==> src/design/fbtm_regs.svh <==
`ifndef FBTM_REGS_SVH
`define FBTM_REGS_SVH

// ----------------------------------------------------------------
// Register offsets
// ----------------------------------------------------------------
`define FBTM_STATUS_OFS   8'h04
`define FBTM_CFG_A_OFS    8'h16
`define FBTM_CFG_B_OFS    8'h1c

// ----------------------------------------------------------------
// Field positions
// ----------------------------------------------------------------
`define FBTM_FLAGS_A_LSB  0
`define FBTM_FLAGS_A_MSB  3
`define FBTM_FLAGS_B_LSB  4
`define FBTM_FLAGS_B_MSB  7
`define FBTM_LIMIT_MSB    13
`define FBTM_TARGET_LSB   14
`define FBTM_TARGET_MSB   15

// ----------------------------------------------------------------
// Reset values and exceedance targets
// ----------------------------------------------------------------
`define FBTM_STATUS_RST   16'h0000
`define FBTM_CFG_A_RST    16'h0000
`define FBTM_CFG_B_RST    16'h0000
`define FBTM_TGT_NEVER    5'h00
`define FBTM_TGT_ONE      5'h01
`define FBTM_TGT_FOUR     5'h04
`define FBTM_TGT_SIXTEEN  5'h10

`endif

==> src/design/fbtm_pkg.sv <==
package fbtm_pkg;

    // Host register port request.
    typedef struct packed {
        logic        wr;
        logic        rd;
        logic [7:0]  addr;
        logic [15:0] wdata;
    } fbtm_req_s;

    // One float-mode subtract-cycle result set, four channels.
    typedef struct packed {
        logic             valid;
        logic             slot_b;
        logic [3:0][13:0] result;
    } fbtm_sample_s;

    typedef logic [4:0] fbtm_count_t;

endpackage : fbtm_pkg

==> src/design/fbtm_top.sv <==
`timescale 1ns/1ps
`include "fbtm_regs.svh"

// Functional notes
// - Slot B channel flag sets after its selected number of exceedances.
// - Slot B flags sit in status bits 7 to 4, channel 1 lowest.
// - Reading the status register clears the slot B flags.
// - Slot A channel flag sets after its selected number of exceedances.
// - Slot A flags sit in status bits 3 to 0, channel 1 lowest.
// - Reading the status register clears the slot A flags.
// - Slot A target code: 0 never, 1 once, 2 four, 3 sixteen.
// - Slot A result above the 14-bit limit counts one exceedance.
// - Slot B target code: 0 never, 1 once, 2 four, 3 sixteen.
// - Slot B result above the 14-bit limit counts one exceedance.
module fbtm_top
(
    input  wire logic                  ref_clk_i,
    input  wire logic                  nrst_i,
    input  wire fbtm_pkg::fbtm_req_s    req_i,
    input  wire fbtm_pkg::fbtm_sample_s smp_i,
    output logic [15:0]                rd_data_o,
    output logic                       rd_valid_o,
    output logic [7:0]                 status_o
);
    import fbtm_pkg::*;

    // ------------------------------------------------------------
    // Target decode
    // ------------------------------------------------------------
    function automatic fbtm_count_t target(input logic [1:0] code);
        fbtm_count_t t;
        t = `FBTM_TGT_NEVER;
        unique case (code)
            2'h0: t = `FBTM_TGT_NEVER;
            2'h1: t = `FBTM_TGT_ONE;
            2'h2: t = `FBTM_TGT_FOUR;
            2'h3: t = `FBTM_TGT_SIXTEEN;
        endcase
        return t;
    endfunction : target

    // ------------------------------------------------------------
    // Registers
    // ------------------------------------------------------------
    logic [15:0] cfg_a;
    logic [15:0] cfg_b;
    logic [7:0]  flag;
    logic        clr;
    fbtm_count_t tgt_a;
    fbtm_count_t tgt_b;
    logic [7:0]  hit_v;
    logic [7:0]  set_v;
    fbtm_count_t cnt_v [8];

    assign clr   = req_i.rd && (req_i.addr == `FBTM_STATUS_OFS);
    assign tgt_a = target(cfg_a[`FBTM_TARGET_MSB:`FBTM_TARGET_LSB]);
    assign tgt_b = target(cfg_b[`FBTM_TARGET_MSB:`FBTM_TARGET_LSB]);

    always_ff @(posedge ref_clk_i or negedge nrst_i)
    begin
        if (!nrst_i)
        begin
            cfg_a <= `FBTM_CFG_A_RST;
            cfg_b <= `FBTM_CFG_B_RST;
        end
        else if (req_i.wr)
        begin
            if (req_i.addr == `FBTM_CFG_A_OFS)
            begin
                cfg_a <= req_i.wdata;
            end
            if (req_i.addr == `FBTM_CFG_B_OFS)
            begin
                cfg_b <= req_i.wdata;
            end
        end
    end

    // Read data is registered, so it lands one cycle after the request.
    always_ff @(posedge ref_clk_i or negedge nrst_i)
    begin
        if (!nrst_i)
        begin
            rd_data_o  <= `FBTM_STATUS_RST;
            rd_valid_o <= 1'b0;
        end
        else
        begin
            rd_valid_o <= req_i.rd;
            rd_data_o  <= 16'h0000;
            if (req_i.rd)
            begin
                unique case (req_i.addr)
                    `FBTM_STATUS_OFS: rd_data_o <= {8'h00, flag};
                    `FBTM_CFG_A_OFS:  rd_data_o <= cfg_a;
                    `FBTM_CFG_B_OFS:  rd_data_o <= cfg_b;
                    default:          rd_data_o <= 16'h0000;
                endcase
            end
        end
    end

    // ------------------------------------------------------------
    // Channel counters
    // ------------------------------------------------------------
    // Index 0..3 is slot A, 4..7 slot B, channel 1 lowest.
    // An exceedance in the cycle of a read is kept: set wins.
    genvar g;
    for (g = 0; g < 8; g++)
    begin : g_ch
        localparam bit SB = (g >= 4);
        logic [13:0]  limit;
        fbtm_count_t  tgt;
        fbtm_count_t  base;

        assign limit = SB ? cfg_b[`FBTM_LIMIT_MSB:0]
                          : cfg_a[`FBTM_LIMIT_MSB:0];
        assign tgt   = SB ? tgt_b : tgt_a;
        assign hit_v[g] = smp_i.valid && (smp_i.slot_b == SB)
                       && (smp_i.result[g % 4] > limit);
        assign base  = clr ? 5'h00 : cnt_v[g];
        assign set_v[g] = hit_v[g] && (tgt != `FBTM_TGT_NEVER)
                       && (base + 5'h01 == tgt);

        always_ff @(posedge ref_clk_i or negedge nrst_i)
        begin
            if (!nrst_i)
            begin
                cnt_v[g] <= 5'h00;
            end
            else if (hit_v[g] && base < tgt)
            begin
                cnt_v[g] <= base + 5'h01;
            end
            else
            begin
                cnt_v[g] <= base;
            end
        end
    end

    // ------------------------------------------------------------
    // Status flags
    // ------------------------------------------------------------
    always_ff @(posedge ref_clk_i or negedge nrst_i)
    begin
        if (!nrst_i)
        begin
            flag <= 8'h00;
        end
        else
        begin
            flag <= (flag & {8{~clr}}) | set_v;
        end
    end

    always_ff @(posedge ref_clk_i or negedge nrst_i)
    begin
        if (!nrst_i)
        begin
            status_o <= 8'h00;
        end
        else
        begin
            status_o <= (flag & {8{~clr}}) | set_v;
        end
    end
endmodule : fbtm_top

==> config.mk <==
export PLATFORM = sky130hd
export DESIGN_NAME = fbtm_top
export DESIGN_NICKNAME = d
export VERILOG_FILES = /design/src/design/fbtm_pkg.sv /design/src/design/fbtm_top.sv
export VERILOG_INCLUDE_DIRS = /design/src /design/src/design
export SDC_FILE = /design/constraint.sdc
export NUM_CORES = 1
export LEC_CHECK = 0
export BUFFER_PORTS_ARGS = -buffer_cell sky130_fd_sc_hd__buf_2
export CAP_MARGIN = 25
export CORE_ASPECT_RATIO = 0.5
export CORE_MARGIN = 2
export CORE_UTILIZATION = 32
export DETAILED_ROUTE_END_ITERATION = 10
export HOLD_SLACK_MARGIN = 0.1
export SYNTH_ARGS = -nofsm -noshare
export SYNTH_HDL_FRONTEND = slang
export SYNTH_SLANG_ARGS = --single-unit
==> constraint.sdc <==
create_clock -name ref_clk_i -period 6.2 [get_ports ref_clk_i]
set_input_delay 0.62 -clock ref_clk_i [delete_from_list [all_inputs] [get_ports ref_clk_i]]
set_output_delay 0.62 -clock ref_clk_i [all_outputs]
set_load 0.005 [all_outputs]
=== After elaboration in Yosys (flattened, before gate mapping) ===
Cells that the tools add are included.

* Eq/ne operators: 17
* Reductions and logical operators: 41
* Add/sub/neg operators: 8
* Bitwise gates (word level): 4
* Magnitude comparators: 16
* Muxes and demuxes: 20

{| class="wikitable"
|+ Operators by type and width
! operator !! number
|-
| greater-than comparator 14 bit || 8
|-
| two-way mux 5 bit || 16
|-
| one-hot mux 16 bit (3 select lines) || 1
|-
| adder 5 x 1 -> 5 bit (second input constant) || 8
|-
| equality test 5 bit || 8
|-
| < comparator 5 bit || 8
|-
| one-hot mux 5 bit (4 select lines) || 2
|-
| logical AND 1 bit || 35
|-
| equality test 8 x 5 -> 1 bit (second input constant) || 2
|-
| two-way mux 16 bit || 1
|-
| nonzero test 5 bit || 2
|-
| bitwise AND 8 bit || 1
|-
| equality test 2 bit (second input constant) || 4
|-
| equality test 8 x 3 -> 1 bit (second input constant) || 1
|-
| OR 8 bit || 1
|-
| equality test 2 x 1 -> 1 bit (second input constant) || 2
|-
| logical NOT 2 bit || 2
|-
| AND reduction 2 bit || 2
|-
| NOT 1 bit || 2
|}

* Output and inout port bits: 25
* Word-level logic and storage cells: 119
* Bits of input ports: 86
* Register bits: 97

=== Logic depth before layout (Yosys ltp) ===
* Depth in word-level cells: 7
* Mapped depth: 14
* Mapped depth without buffers: 11

=== Least setup slack after synthesis ===
No wires, ideal clock.

* Path kind: in2reg
* From: input port req_i[21] in the netlist's numbering
* To: register cnt_v[36] in the netlist's numbering
* Required time: 6.134 ns
* Slack: 2.091 ns
* Buffers on the path: 4
* Setup time: 0.066 ns
* Stages: 14
* Arrival: 4.043 ns
* Cell sequence: or4b_1 > clkbuf_1 > or3_1 > buf_2 > clkbuf_1 > clkbuf_1 > nand2_1 > ha_1 > nand2b_1 > maj3_1 > o221a_4 > or4b_1 > or4_1 > nand2_1

* Longest elaborated chain between the ends: 6
* Elaborated cells between the ends (all ways): 7
* Classes of those cells: add/sub: 1; order compare: 1; eq/ne: 1; mux: 2; reduce/logical: 2

{| class="wikitable"
|+ Ends and longest elaborated chain
! what !! RTL line !! text
|-
| start, declared || fbtm_top.sv:19 || <nowiki>input wire fbtm_pkg::fbtm_req_s req_i,</nowiki>
|-
| equality test 8 x 3 -> 1 bit (*) || - ||
|-
| logical AND 1 bit (*) || fbtm_top.sv:55 || <nowiki>assign clr = req_i.rd && (req_i.addr == `FBTM_STATUS_OFS);</nowiki>
|-
| two-way mux 5 bit (*) || fbtm_top.sv:121 || <nowiki>assign base = clr ? 5'h00 : cnt_v[g];</nowiki>
|-
| < comparator 5 bit || fbtm_top.sv:131 || <nowiki>else if (hit_v[g] && base < tgt)</nowiki>
|-
| logical AND 1 bit || fbtm_top.sv:131 ||
|-
| two-way mux 5 bit (*) || fbtm_top.sv:131 ||
|-
| end signal, assigned by index || fbtm_top.sv:133 || <nowiki>cnt_v[g] <= base + 5'h01;</nowiki>
|-
| end signal, assigned by index || fbtm_top.sv:137 || <nowiki>cnt_v[g] <= base;</nowiki>
|-
| end, declared || fbtm_top.sv:53 || <nowiki>fbtm_count_t cnt_v [8];</nowiki>
|}

Mark *: on every way between the ends. The rest lies on a longest branch, timed or not.
A chain may end at the register's enable or synchronous reset.

=== Worst setup path after layout ===
* From: input port req_i[21] in the netlist's numbering
* To: register cnt_v[9] in the netlist's numbering

Same word-level chain as after synthesis.

==> results.tsv <==
metric	value	unit
drt total wl	25400	um
site row count	41	
Ys Warns	0	
CTS Sinks	97	
Core Region	25300	um2
hold buffers post-CTS	0	
share of layout cells above drive strength 1	17.3	%
hpwl dp	19800	um
Synth Area in Compound Gates	18.7	%
largest net degree at the start of global routing	51	
post-CTS sizing	0	
Reg area	2430	um2
Post-CTS Setup Inserts	0	
clock skew	0.00922	ns
Die H	118	um
CP Max Fanout	31	
Final Cell Area	9540	um2
fin crit share	62.4	%
top-area cell type share of the netlist area	29.3	%
CP arrival	4.11	ns
antenna violations before repair	2	
Clock Latency Late Sink	0.36	ns
max frequency	0.259	GHz
number of synthesized flops with an enable pin	0	
main flop type after synthesis	dfrtp_1	
setup violators final	0	
final hold violation count	0	
final std cells w/o fill	1392	
Leakage	0.00431	uW
top cells by area, synth	dfrtp_1 29%, ha_1 19%, a21oi_1 4.5%	
Seq/Total Area, Yosys	29.3	%
Final Max Slew Viols	0	
Tightest Pin Transition	0.940	ns
Critical Path RT	6.44	ns
largest family of logic cells by synthesized area	simple AND/OR/NAND/NOR gates	
Synth Area in XOR/XNOR	2.32	%
Max H-tree Level	3	
vias in the first global route	7469	
RSZ-0062 raised after global routing	false	
Max-Cap Viols	0	
die area	27300	um2
Area Overhead vs Synth	15.0	%
Synth Area in Adders	19.8	%
PwrDens	174	nW/um2
mux cell area share after synthesis	4.03	%
post-synthesis simple-gate area fraction	21.7	%
1st-iter DRT viols	486	
CTS tree	yes	
status	finished clean	
Placed Cells	1374	
post-route setup TNS	0	ns
DRC	0	
CTS root buf	clkbuf_16	
Seq cells post-synth	97	
Final min period	3.87	ns
first-pass GRT wire length	40600	um
Cell Area, Synth	8290	um2
critical path launch point type	input port	
Initial Util	32.7	%
Synth cell types	66	
Synth Area per Inst	8.73	um2
post-synth top area cell	dfrtp_1	
CTS buffer count	9	
Async SR Flop Fraction	100	%
max_slew headroom	37.1	%
drt first pass iters	5	
Vias	7694	
Overflow after GRT	0	
Overall Global Routing Usage	18.8	%
NumNets Final	1256	
maximum VDD drop	149	uV
clk buf depth	2	
syn nets	1165	
Placed Area	9220	um2
Vias/cell	5.53	
Crit Path Category	in2reg	
fill count	2558	
CP Capture Type	flip-flop	
Clock Pin Slew Worst Setup and Hold Paths	0.07	ns
Wirelength per Cell	18.3	um
Hold Path Class	in2async	
die width	232	um
Multi-input gate area	5540	um2
I/O pin count	111	
IO buf count	110	
cell count after synthesis	950	
Placer Congestion	0.902	
DRT antenna net count	0	
worst-case reg-to-reg path depth	8	
==> state kept, by name, indices dropped and copies added (netlist names) <==
register    count
rd_data_o      16
cfg_b          16
cnt_v          40
status_o        8
rd_valid_o      1
cfg_a          16
==> power breakdown <==
group          total [uW]  leakage (uW)  internal [uW]  switching, uW
combinational         362       0.00289            149            213
clock                 596      0.000150            322            274
sequential            699       0.00128            662           37.5
total                1660       0.00431           1130            525
==> cells in the mapped netlist (4+ instances only) <==
master,instances
dfrtp_1,97
a21oi_1,74
o21a_1,7
ha_1,129
inv_1,50
or3_1,17
nor4_1,6
a211oi_1,13
a31o_2,6
o31ai_1,16
nand2_1,91
or4_1,9
o21ai_0,46
xor2_1,9
nand2b_1,24
nor3_1,21
nand4_1,26
a22oi_1,15
clkbuf_1,35
nand3_1,35
a2111oi_0,7
nor2b_1,17
nor2_1,45
mux2_2,27
and3_1,10
xnor2_1,13
a21boi_0,6
and2_1,14
and4_1,4
a21o_1,10
==> logic make-up after synthesis <==
logic type,Yosys count
fa+ha+maj,132
xor+xnor,22
flops,97
buf+inv,91
mux,30
compound gates,237
simple gates,341
==> cell usage in the layout, fill, tap and decap left out, drive strengths merged, types with 7 or more instances in the layout <==
master,Yosys,final
a211oi,13,13
nor3,22,22
xnor2,13,13
buf,6,121
nand2b,24,24
nor4,8,8
a21oi,74,74
nand4,26,26
nor2b,17,17
or3,17,17
nor2,45,45
o21a,7,7
nand2,91,91
a2111oi,7,7
dfrtp,97,97
inv,50,53
o31ai,16,16
clkbuf,35,9
a21o,10,10
xor2,9,9
a22oi,15,15
and3,10,10
and2,16,16
nand3,35,35
o21ai,47,47
ha,129,129
mux2,27,27
or4,9,9
==> through the flow <==
step                power [uW]  hold WS [ns]  worst slack (ns)  util (%)
global placement          1050         0.513              2.12      36.4
global route              1750         0.333              2.15      37.6
floorplan                  928         0.324              2.09         -
detailed placement        1070         0.527              2.00      36.4
CTS                       1670         0.313              2.36      37.6
finish                    1660         0.289              2.33      37.6
==> area by class of cell <==
| cell class | count | share of cell area (%) |
|---|---|---|
| antenna | 2 | 0.0525 |
| clock buffer | 9 | 2.36 |
| clock inverter | 7 | 0.905 |
| inverter | 50 | 1.97 |
| multi-input combinational | 762 | 58.1 |
| sequential | 97 | 25.4 |
| tap | 344 | 4.51 |
| timing repair buffer | 121 | 6.66 |
==> worst max-delay path: stages <==
cell      delay (ns)
buf_2           0.09
or4b_1          0.70
or3_1           0.43
buf_4           0.25
nand2_1         0.15
ha_1            0.18
nand2b_1        0.06
maj3_1          0.32
o211a_1         0.21
nor3_1          0.58
nand4_1         0.20
mux2_2          0.31
==> per-layer routing <==
metal,track usage (%),up-vias,wire length [um]
li1,-,3714,-
met1,25.5,3761,11800
met2,31.4,187,12000
met3,2.42,32,1100
met4,5.37,0,543
met5,0,-,0
==> path summary, 6_finish.rpt <==
check / endpoint / slack (ns) / start
worst max-delay path: cnt_v[9] / 2.33 / req_i[21]
worst min-delay path: rd_valid_o / 0.29 / nrst_i
worst max register to register: cnt_v[9] / 2.91 / cfg_b[14]
worst min register to register: rd_data_o[2] / 0.54 / cfg_a[2]
max in group asynchronous: cfg_a[0] / 4.80 / nrst_i
min in group ref_clk_i: cfg_a[2] / 0.48 / req_i[2]
No activity file was read; power rests on OpenSTA's default activity.
